## src/srx_phy_regs.vh

```
// Register map, reset values and field positions of the receiver front-end control bank
// How it works
// Master bit powers down the receiver and every lane, but not the sync buffer
// Override bit n powers down lane n
// Generic bit 1 powers down sync buffer
// Recovery reset bit holds all lane recovery
// Bit 5 selects half-rate recovery, resets one
// Division field picks oversampling, resets zero
// Equalizer nibble zero means manual, else boost
// Read-only reserved bits read zero, ignore writes
`ifndef SRX_PHY_REGS_VH
`define SRX_PHY_REGS_VH

`define SRX_ADDR_W            10
`define SRX_DATA_W            8
`define SRX_LANES             8

`define SRX_ADDR_RECEIVER_MASTER_POWERDOWN    10'h200
`define SRX_ADDR_LANE_PD      10'h201
`define SRX_ADDR_GENERIC_POWERDOWN   10'h203
`define SRX_ADDR_REC_RESET    10'h206
`define SRX_ADDR_LANE_STATUS  10'h207
`define SRX_ADDR_REC_MODE     10'h230
`define SRX_ADDR_EQ_LANES_0_1 10'h250

`define SRX_RST_RECEIVER_MASTER_POWERDOWN     8'h01
`define SRX_RST_LANE_PD       8'h00
`define SRX_RST_GENERIC_POWERDOWN    8'h00
`define SRX_RST_REC_RESET     8'h01
`define SRX_RST_REC_MODE      8'h28
`define SRX_RST_EQ_LANES_0_1  8'h88

`define SRX_MASK_RECEIVER_MASTER_POWERDOWN    8'h01
`define SRX_MASK_LANE_PD      8'hff
`define SRX_MASK_GENERIC_POWERDOWN   8'h03
`define SRX_MASK_REC_RESET    8'h01
`define SRX_MASK_REC_MODE     8'hff
`define SRX_MASK_EQ_LANES_0_1 8'hff

`define SRX_BIT_RECEIVER_MASTER_POWERDOWN     0
`define SRX_BIT_SYNC_PD       1
`define SRX_BIT_REC_RESET     0
`define SRX_BIT_HALF_RATE     5
`define SRX_DIV_HI            2
`define SRX_DIV_LO            1
`define SRX_EQ0_HI            3
`define SRX_EQ0_LO            0
`define SRX_EQ1_HI            7
`define SRX_EQ1_LO            4

`define SRX_DIV_NONE          2'h0
`define SRX_DIV_BY2           2'h1
`define SRX_DIV_BY4           2'h2
`define SRX_DIV_UNDEF         2'h3
`define SRX_EQ_MANUAL         4'h0
`define SRX_RST_EQ_BOOST      4'h8

`define SRX_ZERO_BYTE         8'h00
`define SRX_ZERO_LANES        8'h00

`endif

```

## src/srx_phy_control_regs.v

```verilog
// Power-down, clock-recovery and equalizer control bank of the eight-lane serial receiver
`timescale 1ns/1ps
`include "srx_phy_regs.vh"
module srx_phy_control_regs
(
  input  wire                     clock_i,
  input  wire                     rst_n_i,
  input  wire [`SRX_ADDR_W-1:0]   addr_i,
  input  wire [`SRX_DATA_W-1:0]   wr_data_i,
  input  wire                     wr_strobe_i,
  input  wire                     rd_strobe_i,
  output reg  [`SRX_DATA_W-1:0]   rd_data_o,
  input  wire                     sync_request_i,
  output reg                      sync_request_out_o,
  output reg                      sync_out_enable_o,
  output reg                      rx_master_powerdown_o,
  output reg  [`SRX_LANES-1:0]    lane_powerdown_bits_o,
  output reg  [`SRX_LANES-1:0]    lane_phy_powerdown_o,
  output reg                      sync_buffer_powerdown_o,
  output reg  [`SRX_LANES-1:0]    recovery_logic_reset_o,
  output reg                      half_rate_enable_o,
  output reg  [1:0]               division_rate_o,
  output reg                      division_rate_undefined_o,
  output reg  [3:0]               lane0_eq_boost_o,
  output reg  [3:0]               lane1_eq_boost_o,
  output reg                      lane0_eq_manual_o,
  output reg                      lane1_eq_manual_o
);

  wire [7:0]                      receiver_master_powerdown_q;
  wire [7:0]                      lane_pd_q;
  wire [7:0]                      generic_powerdown_q;
  wire [7:0]                      rec_reset_q;
  wire [7:0]                      rec_mode_q;
  wire [7:0]                      eq_q;

  reg                             wr_receiver_master_powerdown;
  reg                             wr_lane_pd;
  reg                             wr_generic_powerdown;
  reg                             wr_rec_reset;
  reg                             wr_rec_mode;
  reg                             wr_eq;

  reg  [`SRX_DATA_W-1:0]          next_rd_data;

  wire                            receiver_master_powerdown_bit;
  wire                            sync_pd_bit;
  wire                            rec_reset_bit;
  wire                            half_rate_bit;
  wire [1:0]                      div_field;
  wire [3:0]                      eq0_field;
  wire [3:0]                      eq1_field;

  reg  [`SRX_LANES-1:0]           next_lane_lane_powerdown_override;
  reg  [`SRX_LANES-1:0]           next_rec_reset;
  reg  [`SRX_LANES-1:0]           lane_active;
  reg                             next_sync_out;
  reg                             next_sync_enable;
  reg                             next_div_undef;
  reg                             next_eq0_manual;
  reg                             next_eq1_manual;

  // Write address decode

  always @*
  begin
    wr_receiver_master_powerdown  = 1'b0;
    wr_lane_pd    = 1'b0;
    wr_generic_powerdown = 1'b0;
    wr_rec_reset  = 1'b0;
    wr_rec_mode   = 1'b0;
    wr_eq         = 1'b0;
    if (wr_strobe_i)
    begin
      if (addr_i == `SRX_ADDR_RECEIVER_MASTER_POWERDOWN)
      begin
        wr_receiver_master_powerdown = 1'b1;
      end
      else if (addr_i == `SRX_ADDR_LANE_PD)
      begin
        wr_lane_pd = 1'b1;
      end
      else if (addr_i == `SRX_ADDR_GENERIC_POWERDOWN)
      begin
        wr_generic_powerdown = 1'b1;
      end
      else if (addr_i == `SRX_ADDR_REC_RESET)
      begin
        wr_rec_reset = 1'b1;
      end
      else if (addr_i == `SRX_ADDR_REC_MODE)
      begin
        wr_rec_mode = 1'b1;
      end
      else if (addr_i == `SRX_ADDR_EQ_LANES_0_1)
      begin
        wr_eq = 1'b1;
      end
    end
  end

  // Register storage

  srx_cfg_reg
  #(
    .RESET_VAL (`SRX_RST_RECEIVER_MASTER_POWERDOWN),
    .WR_MASK   (`SRX_MASK_RECEIVER_MASTER_POWERDOWN)
  )
  u_receiver_master_powerdown
  (
    .clock_i   (clock_i),
    .rst_n_i   (rst_n_i),
    .wr_en_i   (wr_receiver_master_powerdown),
    .wr_data_i (wr_data_i),
    .q_o       (receiver_master_powerdown_q)
  );

  srx_cfg_reg
  #(
    .RESET_VAL (`SRX_RST_LANE_PD),
    .WR_MASK   (`SRX_MASK_LANE_PD)
  )
  u_lane_pd
  (
    .clock_i   (clock_i),
    .rst_n_i   (rst_n_i),
    .wr_en_i   (wr_lane_pd),
    .wr_data_i (wr_data_i),
    .q_o       (lane_pd_q)
  );

  srx_cfg_reg
  #(
    .RESET_VAL (`SRX_RST_GENERIC_POWERDOWN),
    .WR_MASK   (`SRX_MASK_GENERIC_POWERDOWN)
  )
  u_generic_powerdown
  (
    .clock_i   (clock_i),
    .rst_n_i   (rst_n_i),
    .wr_en_i   (wr_generic_powerdown),
    .wr_data_i (wr_data_i),
    .q_o       (generic_powerdown_q)
  );

  srx_cfg_reg
  #(
    .RESET_VAL (`SRX_RST_REC_RESET),
    .WR_MASK   (`SRX_MASK_REC_RESET)
  )
  u_rec_reset
  (
    .clock_i   (clock_i),
    .rst_n_i   (rst_n_i),
    .wr_en_i   (wr_rec_reset),
    .wr_data_i (wr_data_i),
    .q_o       (rec_reset_q)
  );

  // Reserved bits of this byte are writable and kept, so software read-modify-write is safe
  srx_cfg_reg
  #(
    .RESET_VAL (`SRX_RST_REC_MODE),
    .WR_MASK   (`SRX_MASK_REC_MODE)
  )
  u_rec_mode
  (
    .clock_i   (clock_i),
    .rst_n_i   (rst_n_i),
    .wr_en_i   (wr_rec_mode),
    .wr_data_i (wr_data_i),
    .q_o       (rec_mode_q)
  );

  srx_cfg_reg
  #(
    .RESET_VAL (`SRX_RST_EQ_LANES_0_1),
    .WR_MASK   (`SRX_MASK_EQ_LANES_0_1)
  )
  u_eq
  (
    .clock_i   (clock_i),
    .rst_n_i   (rst_n_i),
    .wr_en_i   (wr_eq),
    .wr_data_i (wr_data_i),
    .q_o       (eq_q)
  );

  // Field extraction

  assign receiver_master_powerdown_bit = receiver_master_powerdown_q[`SRX_BIT_RECEIVER_MASTER_POWERDOWN];
  assign sync_pd_bit   = generic_powerdown_q[`SRX_BIT_SYNC_PD];
  assign rec_reset_bit = rec_reset_q[`SRX_BIT_REC_RESET];
  assign half_rate_bit = rec_mode_q[`SRX_BIT_HALF_RATE];
  assign div_field     = rec_mode_q[`SRX_DIV_HI:`SRX_DIV_LO];
  assign eq0_field     = eq_q[`SRX_EQ0_HI:`SRX_EQ0_LO];
  assign eq1_field     = eq_q[`SRX_EQ1_HI:`SRX_EQ1_LO];

  // Derived lane controls

  always @*
  begin
    // Master power-down overrides every lane bit
    next_lane_lane_powerdown_override = lane_pd_q | {`SRX_LANES{receiver_master_powerdown_bit}};
    // A lane kept out of power is still held in recovery reset until software releases it
    next_rec_reset   = {`SRX_LANES{rec_reset_bit}};
    lane_active      = ~next_lane_lane_powerdown_override & ~next_rec_reset;
    next_sync_enable = ~sync_pd_bit;
    next_sync_out    = sync_request_i & ~sync_pd_bit;
    next_div_undef   = (div_field == `SRX_DIV_UNDEF);
    next_eq0_manual  = (eq0_field == `SRX_EQ_MANUAL);
    next_eq1_manual  = (eq1_field == `SRX_EQ_MANUAL);
  end

  // Power-down outputs; reset values equal the register images so nothing glitches on release
  always @(posedge clock_i or negedge rst_n_i)
  begin
    if (!rst_n_i)
    begin
      rx_master_powerdown_o     <= 1'b1;
      lane_powerdown_bits_o     <= `SRX_ZERO_LANES;
      lane_phy_powerdown_o      <= {`SRX_LANES{1'b1}};
    end
    else
    begin
      rx_master_powerdown_o     <= receiver_master_powerdown_bit;
      lane_powerdown_bits_o     <= lane_pd_q;
      lane_phy_powerdown_o      <= next_lane_lane_powerdown_override;
    end
  end

  // Sync buffer outputs; the request is gated here so a powered-down buffer never toggles
  always @(posedge clock_i or negedge rst_n_i)
  begin
    if (!rst_n_i)
    begin
      sync_buffer_powerdown_o   <= 1'b0;
      sync_out_enable_o         <= 1'b1;
      sync_request_out_o        <= 1'b0;
    end
    else
    begin
      sync_buffer_powerdown_o   <= sync_pd_bit;
      sync_out_enable_o         <= next_sync_enable;
      sync_request_out_o        <= next_sync_out;
    end
  end

  // Recovery reset outputs
  always @(posedge clock_i or negedge rst_n_i)
  begin
    if (!rst_n_i)
    begin
      recovery_logic_reset_o    <= {`SRX_LANES{1'b1}};
    end
    else
    begin
      recovery_logic_reset_o    <= next_rec_reset;
    end
  end

  // Recovery mode outputs; code 3 is passed on and flagged rather than remapped
  always @(posedge clock_i or negedge rst_n_i)
  begin
    if (!rst_n_i)
    begin
      half_rate_enable_o        <= 1'b1;
      division_rate_o           <= `SRX_DIV_NONE;
      division_rate_undefined_o <= 1'b0;
    end
    else
    begin
      half_rate_enable_o        <= half_rate_bit;
      division_rate_o           <= div_field;
      division_rate_undefined_o <= next_div_undef;
    end
  end

  // Equalizer outputs
  always @(posedge clock_i or negedge rst_n_i)
  begin
    if (!rst_n_i)
    begin
      lane0_eq_boost_o          <= `SRX_RST_EQ_BOOST;
      lane1_eq_boost_o          <= `SRX_RST_EQ_BOOST;
      lane0_eq_manual_o         <= 1'b0;
      lane1_eq_manual_o         <= 1'b0;
    end
    else
    begin
      lane0_eq_boost_o          <= eq0_field;
      lane1_eq_boost_o          <= eq1_field;
      lane0_eq_manual_o         <= next_eq0_manual;
      lane1_eq_manual_o         <= next_eq1_manual;
    end
  end

  // Read address decode; unmapped addresses read zero

  always @*
  begin
    next_rd_data = `SRX_ZERO_BYTE;
    if (rd_strobe_i)
    begin
      if (addr_i == `SRX_ADDR_RECEIVER_MASTER_POWERDOWN)
      begin
        next_rd_data = receiver_master_powerdown_q;
      end
      else if (addr_i == `SRX_ADDR_LANE_PD)
      begin
        next_rd_data = lane_pd_q;
      end
      else if (addr_i == `SRX_ADDR_GENERIC_POWERDOWN)
      begin
        next_rd_data = generic_powerdown_q;
      end
      else if (addr_i == `SRX_ADDR_REC_RESET)
      begin
        next_rd_data = rec_reset_q;
      end
      else if (addr_i == `SRX_ADDR_LANE_STATUS)
      begin
        next_rd_data = lane_active;
      end
      else if (addr_i == `SRX_ADDR_REC_MODE)
      begin
        next_rd_data = rec_mode_q;
      end
      else if (addr_i == `SRX_ADDR_EQ_LANES_0_1)
      begin
        next_rd_data = eq_q;
      end
    end
  end

  // Read data stands for exactly the cycle after the strobe, zero otherwise
  always @(posedge clock_i or negedge rst_n_i)
  begin
    if (!rst_n_i)
    begin
      rd_data_o <= `SRX_ZERO_BYTE;
    end
    else
    begin
      rd_data_o <= next_rd_data;
    end
  end

endmodule // srx_phy_control_regs

```

## src/srx_cfg_reg.v

```verilog
// One byte-wide configuration register with a write mask and a fixed reset value
`timescale 1ns/1ps
module srx_cfg_reg
#(
  parameter [7:0] RESET_VAL = 8'h00,
  parameter [7:0] WR_MASK   = 8'hff
)
(
  input  wire       clock_i,
  input  wire       rst_n_i,
  input  wire       wr_en_i,
  input  wire [7:0] wr_data_i,
  output reg  [7:0] q_o
);

  wire [7:0] next_q;

  // Masked bits keep their reset value forever, so read-only reserved bits stay zero
  assign next_q = (q_o & ~WR_MASK) | (wr_data_i & WR_MASK);

  always @(posedge clock_i or negedge rst_n_i)
  begin
    if (!rst_n_i)
    begin
      q_o <= RESET_VAL;
    end
    else if (wr_en_i)
    begin
      q_o <= next_q;
    end
  end

endmodule // srx_cfg_reg

```

## config.mk

```make
export PLATFORM = sky130hd
export DESIGN_NAME = srx_phy_control_regs
export DESIGN_NICKNAME = d
export VERILOG_FILES = /design/src/srx_phy_control_regs.v /design/src/srx_cfg_reg.v
export VERILOG_INCLUDE_DIRS = /design/src
export SDC_FILE = /design/constraint.sdc
export NUM_CORES = 1
export LEC_CHECK = 0
export ABC_CLOCK_PERIOD_IN_PS = 2700
export BUFFER_PORTS_ARGS = -buffer_cell sky130_fd_sc_hd__buf_2
export CORE_ASPECT_RATIO = 1.5
export CORE_MARGIN = 5
export CORE_UTILIZATION = 57
export DETAILED_ROUTE_END_ITERATION = 8
export GPL_ROUTABILITY_DRIVEN = 1
export PLACE_DENSITY = 0.95
export SYNTH_ARGS = -nofsm -noshare
export SYNTH_HDL_FRONTEND = slang
export SYNTH_SLANG_ARGS = --single-unit
export TNS_END_PERCENT = 10
```

## constraint.sdc

```tcl
create_clock -name clock_i -period 2.7 [get_ports clock_i]
set_clock_uncertainty 0.15 [all_clocks]
set_input_delay 0.81 -clock clock_i [delete_from_list [all_inputs] [get_ports clock_i]]
set_output_delay 0.81 -clock clock_i [all_outputs]
set_load 0.005 [all_outputs]
```

==> flow_summary_export.csv, run 1 <==
group,metric,value,unit
route,num_vias,2115,
clock_network,postCtsSetupBuffers,0,
sta,rsz0062_at_grt,"no",
synthesis,ys.warnings.count,0,
synthesis,synth_largest_area_cell,"dfrtp_1",
grt,grt_max_degree,72,
placement,hpwl,4610,um
setup_path,r2r_slack,0.88,ns
clock_network,numCtsBuffers,9,
cells_and_area,fin_area,0.00369,sq mm
setup_path,reg2regPathDepth,4,
cells_and_area,syn2layout_area_growth,24.5,%
sta,finalCriticalPeriod,2.44,ns
floorplan,start_util,0.583,
setup_path,worstPathMaxFanout,7,
grt,grt-ovfl-total,0,
grt,track_usage,0.215,
sta,tightest_slew,0.655,ns
run_status,outcome,"completed",
setup_path,crit_required,2.80,ns
cells_and_area,finalNetCount,329,
setup_path,path_class,"in2reg",
route,drtIter0Drc,77,
synthesis,synth_most_common_cell,"dfrtp_1",
power_and_ir_drop,ir_worst_vdd,0.000554,V
synthesis,synthDistinctLibCells,39,
synthesis,synth.net_count,246,
floorplan,core_area,0.00508,sq mm
sta,period_share,0.904,
floorplan,io_pins,73,
synthesis,ys_seq_area_frac,0.607,
grt,grt_pass1_wl,10600,um
cells_and_area,drive_gt1_frac,0.540,
synthesis,synthFlopType,"dfrtp_1",
power_and_ir_drop,p_leak,1.85,nW
route,ant_nets,0,
setup_path,startpoint,"addr_i[0]",
placement,dpl_cell_area,0.00345,sq mm
synthesis,syn_inst,223,
clock_network,cts_tree,"built",
route,drt_first_pass_iters,5,
sta,layout_setup_ws,0.261,ns
setup_path,r2r_end,"rd_data_o[7]",
clock_network,root_buffer,"clkbuf_8",
power_and_ir_drop,pwr_density_cell,602,mW/mm^2
floorplan,die_h,98.4,um
synthesis,yosysTopAreaCellShare,0.430,
setup_path,setup.worst_path.start_class,"input pin",
placement,finalWeightedCongestion,0.865,
setup_path,crit_path_end,"rd_data_o[6]",
placement,io_buffers,72,
synthesis,yosys-top-cells-area,"dfrtp_1, dfstp_2, mux2_2",
clock_network,htreeDepth,3,
route,drcViolationCount,0,
synthesis,synth_async_sr_flop_share,1.00,
job,drv_cap,0,
synthesis,ys_ff_latch,71,
sta,slew_headroom,0.552,
floorplan,rows,32,
synthesis,netlist_area,0.00297,sq mm
route,routed_wl,6440,um
clock_network,cts_hold_buf,0,
clock_network,cts-resized-gates,0,
sta,setup_viol_count_final,0,
floorplan,die-width,68.9,um
setup_path,reg2reg_from,"u_eq.q_o[7]",
clock_network,cts_buffer_depth,2,
synthesis,synthTopCellsByCount,"dfrtp_1, mux2_2, dfstp_2",
sta,fmax,410,MHz
clock_network,worst_skew_pair.late_latency,0.34,ns
route,vias_per_cell,5.58,
synthesis,synth-edff-count,0,
route,detail_route.wl_per_cell,17.0,um
grt,antenna_found_initial,0,
setup_path,critical_path_arrival,2.54,ns
sta,timing.final.max_slew_violations,0,
grt,grt_pass1_vias,2150,
synthesis,avgSynthCellArea,13.3,sq um
setup_path,end_kind,"flip-flop",
cells_and_area,antennaDiodeCount,0,
hold_path,min_path_type,"reg2reg",
sta,hold_viol,0,
clock_network,clkTransAtPathRegs,0.07,ns
floorplan,dieArea,0.00678,sq mm
placement,place_worst_setup_slack,-0.0738,ns
clock_network,cts_sinks,71,
cell families (layout without fill, tap and decap cells):
| kind of cell | Yosys count | count (layout) | share of synthesized area |
|---|---|---|---|
| simple gates | 68 | 68 | 0.156 |
| flops | 71 | 71 | 0.607 |
| compound gates | 34 | 34 | 0.0882 |
| buf+inv | 21 | 109 | 0.0392 |
| mux | 29 | 29 | 0.110 |
routing by layer:
metal | routed length, um | track usage | up-vias
li1 | - | - | 976
met1 | 2370 | 0.252 | 1024
met2 | 3420 | 0.338 | 97
met3 | 464 | 0.0759 | 18
met4 | 187 | 0.114 | 0
met5 | 0 | 0 | -
report_power, final:
group / switching, mW / internal [mW]
logic: 0.0772 / 0.0564
clock network: 0.354 / 0.640
registers: 0.0102 / 1.09
registers in the layout (all words and copies together) (netlist names):
signal	count
division_rate_o	2
division_rate_undefined_o	1
half_rate_enable_o	1
lane0_eq_boost_o	4
lane0_eq_manual_o	1
lane1_eq_boost_o	4
lane1_eq_manual_o	1
lane_phy_powerdown_o	8
lane_powerdown_bits_o	8
rd_data_o	8
recovery_logic_reset_o	1
rx_master_powerdown_o	1
sync_buffer_powerdown_o	1
sync_out_enable_o	1
sync_request_out_o	1
u_eq.q_o	8
u_generic_powerdown.q_o	2
u_lane_pd.q_o	8
u_rec_mode.q_o	8
u_rec_reset.q_o	1
u_receiver_master_powerdown.q_o	1
critical path: stages:
cell	delay, ns
buf_2	0.11
or4_1	0.68
a2111oi_0	0.58
o22ai_1	0.18
a21oi_1	0.19
cells in the final DEF (no fill, tap or decap), types with 4 or more instances in the layout:
cell	netlist	routed
buf_2	3	72
dfrtp_1	51	51
mux2_2	27	27
dfstp_2	20	20
buf_4	9	17
nand3b_1	12	12
nand2_1	12	12
or2_2	10	10
clkbuf_8	0	10
or3_1	7	7
a2111oi_0	7	7
a21oi_1	7	7
a211oi_1	6	6
o22ai_1	6	6
nor2b_1	4	4
nor4_1	4	4
final cells by class:
class | instances | area [sq um]
Fill cell | 356 | 1390
Inverter | 3 | 11.3
Clock buffer | 13 | 149
Multi-Input combinational cell | 131 | 1050
Timing Repair Buffer | 90 | 508
Tap cell | 68 | 85.1
Sequential cell | 71 | 1800
Clock inverter | 3 | 90.1
how the worst min path moves through the flow:
| stage | start | cells after the start | end | slack, ns |
|---|---|---|---|---|
| after floorplan | u_rec_mode.q_o[5] | 0 | half_rate_enable_o | 0.21 |
| after global placement | u_rec_mode.q_o[5] | 0 | half_rate_enable_o | 0.22 |
| after detailed placement | u_rec_mode.q_o[5] | 0 | half_rate_enable_o | 0.23 |
| after CTS | u_rec_mode.q_o[5] | 0 | half_rate_enable_o | 0.24 |
| after global routing | u_rec_mode.q_o[5] | 0 | half_rate_enable_o | 0.24 |
| final | u_rec_mode.q_o[5] | 0 | half_rate_enable_o | 0.24 |
per-stage QoR:
stage,instances,setup TNS (ns),hold WS (ns),power [mW],utilization
after detailed placement,363,-0.0865,0.227,1.25,0.679
after global routing,379,0,0.240,2.31,0.726
after global placement,363,0,0.222,1.24,0.679
after CTS,379,0,0.240,2.24,0.726
after floorplan,223,0,0.209,1.17,-
final,379,0,0.243,2.22,0.726
No activity file was read; power rests on OpenSTA's default activity.
==> run 2: changes to the inputs <==
--- a/config.mk
+++ b/config.mk
@@ -8,7 +8,7 @@
 export LEC_CHECK = 0
 export ABC_CLOCK_PERIOD_IN_PS = 2700
 export BUFFER_PORTS_ARGS = -buffer_cell sky130_fd_sc_hd__buf_2
-export CORE_ASPECT_RATIO = 1.5
+export CORE_ASPECT_RATIO = 0.7
 export CORE_MARGIN = 5
 export CORE_UTILIZATION = 57
 export DETAILED_ROUTE_END_ITERATION = 8
==> run 2 against run 1 <==
Power decreased by 6.9%. Routed wire length increased by 0.57%. Die area about the same. Flip-flop and latch count unchanged. Sequential share of layout area increased by 0.43 points. Critical path type unchanged. Largest cell class unchanged. Largest power group unchanged.
==> flow_summary_export.csv, run 2 (synthesis gave the netlist of run 1 again) <==
group,metric,value,unit
hold_path,min_path_type,"reg2reg",
power_and_ir_drop,pwr_density_cell,566,mW/mm^2
setup_path,setup.worst_path.start_class,"input pin",
setup_path,end_kind,"flip-flop",
sta,slew_headroom,0.586,
setup_path,path_class,"in2reg",
route,drtIter0Drc,170,
power_and_ir_drop,clockPowerShare,0.406,
run_status,outcome,"completed",
setup_path,worstPathMaxFanout,8,
setup_path,critical_path_arrival,2.48,ns
grt,grt-ovfl-total,0,
cells_and_area,fillers,364,
power_and_ir_drop,switchingPower,0.453,mW
clock_network,numCtsBuffers,9,
setup_path,crit_family,"simple AND/OR/NAND/NOR gates",
placement,finalWeightedCongestion,0.855,
setup_path,slowest_stage,"nor4_1",
floorplan,die_h,70.4,um
floorplan,start_util,0.576,
job,drv_cap,0,
clock_network,cts_buffer_depth,2,
sta,setup_viol_count_final,0,
route,detail_route.wl_per_cell,16.9,um
power_and_ir_drop,p_leak,1.84,nW
grt,track_usage,0.215,
route,drt_first_pass_iters,4,
floorplan,die-width,96.2,um
power_and_ir_drop,ir_worst_vdd,0.000356,V
setup_path,critPathBufInv,2,
clock_network,postCtsSetupBuffers,0,
floorplan,core_area,0.00515,sq mm
cells_and_area,layout_commonest_cell,"buf_2",
sta,setup_tns,0,ns
cells_and_area,drive_gt1_frac,0.543,
placement,hpwl,4800,um
grt,grt_pass1_wl,11000,um
clock_network,root_buffer,"clkbuf_8",
cells_and_area,antennaDiodeCount,0,
sta,hold_viol,0,
clock_network,cts_sinks,71,
clock_network,cts-resized-gates,0,
power_and_ir_drop,seqPwrFrac,0.529,
floorplan,rows,22,
floorplan,io_pins,73,
sta,fmax,415,MHz
clock_network,htreeDepth,3,
route,num_vias,2143,
cells_and_area,finalNetCount,329,
grt,grt_pass1_vias,2210,
sta,rsz0062_at_grt,"no",
placement,place_worst_setup_slack,-0.0435,ns
setup_path,r2r_slack,1.03,ns
grt,grt_max_degree,31,
route,ant_nets,0,
cells_and_area,final_cell_mix,"buf_2, dfrtp_1, mux2_2",
clock_network,cts_tree,"built",
clock_network,worst_skew_pair.late_latency,0.34,ns
setup_path,critPathMaxStageDelay,0.44,ns
floorplan,dieArea,0.00677,sq mm
route,vias_per_cell,5.60,
route,drcViolationCount,0,
sta,tightest_slew,0.621,ns
sta,layout_setup_ws,0.288,ns
cells_and_area,post-route-util,0.711,
placement,io_buffers,72,
power_and_ir_drop,pwr-share-comb,0.065,
setup_path,cp_cell_sequence,"buf_2 -> or3b_1 -> nor4_1 -> nor2b_1 -> buf_4 -> mux2_2",
power_and_ir_drop,swShare,0.218,
route,routed_wl,6480,um
sta,period_share,0.893,
grt,antenna_found_initial,0,
setup_path,crit_required,2.77,ns
clock_network,cts_hold_buf,0,
clock_network,clkTransAtPathRegs,0.07,ns
cells_and_area,syn2layout_area_growth,23.4,%
power_and_ir_drop,intPower,1.62,mW
sta,timing.final.max_slew_violations,0,
sta,finalCriticalPeriod,2.41,ns
run 2: stage by stage:
stage          instance area, sq um  hold slack (ns)  power [mW]  std cells
2_1_floorplan                  2970            0.209        1.17        223
4_1_cts                        3660            0.233        2.10        383
6_report                       3660            0.233        2.07        383
3_3_place_gp                   3460            0.220        1.24        367
5_1_grt                        3660            0.238        2.17        383
3_5_place_dp                   3460            0.223        1.25        367
run 2: final cells by class:
class / count / area, sq um / area share
Timing Repair Buffer: 90 / 508 / 0.139
Clock buffer: 13 / 159 / 0.0434
Multi-Input combinational cell: 131 / 1050 / 0.286
Sequential cell: 71 / 1800 / 0.492
Inverter: 3 / 11.3 / 0.00308
Clock inverter: 3 / 42.5 / 0.0116
Tap cell: 72 / 90.1 / 0.0246
run 2: layer usage:
layer | up-vias | wire [um] | global-route usage
li1 | 978 | - | -
met1 | 1064 | 2690 | 0.281
met2 | 89 | 3190 | 0.343
met3 | 12 | 478 | 0.0614
met4 | 0 | 114 | 0.0741
met5 | - | 0 | 0
run 2: worst register-to-register path, stage by stage (launching register included):
cell and delay [ns]:
dfstp_2 0.46, or3_1 0.41, a211oi_1 0.29, o22ai_1 0.14
a21oi_1 0.15
run 2: worst paths after layout:
check | cells after the start | end | startpoint
worst max-delay path | 6 | u_lane_pd.q_o[1] | addr_i[7]
worst min-delay path | 0 | lane0_eq_boost_o[3] | u_eq.q_o[3]
worst max register to register | 4 | rd_data_o[4] | u_receiver_master_powerdown.q_o[0]
worst min register to register | 0 | lane0_eq_boost_o[3] | u_eq.q_o[3]
max in group asynchronous | 2 | rx_master_powerdown_o | rst_n_i
min in group asynchronous | 1 | lane0_eq_manual_o | rst_n_i
run 2: power by group through the flow:
| stage | combinational, mW | clock [mW] | sequential (mW) |
|---|---|---|---|
| 2_1_floorplan | 0.0535 | 0 | 1.11 |
| 3_3_place_gp | 0.129 | 0 | 1.11 |
| 3_5_place_dp | 0.135 | 0 | 1.12 |
| 4_1_cts | 0.135 | 0.869 | 1.10 |
| 5_1_grt | 0.150 | 0.917 | 1.10 |
| 6_report | 0.134 | 0.841 | 1.10 |
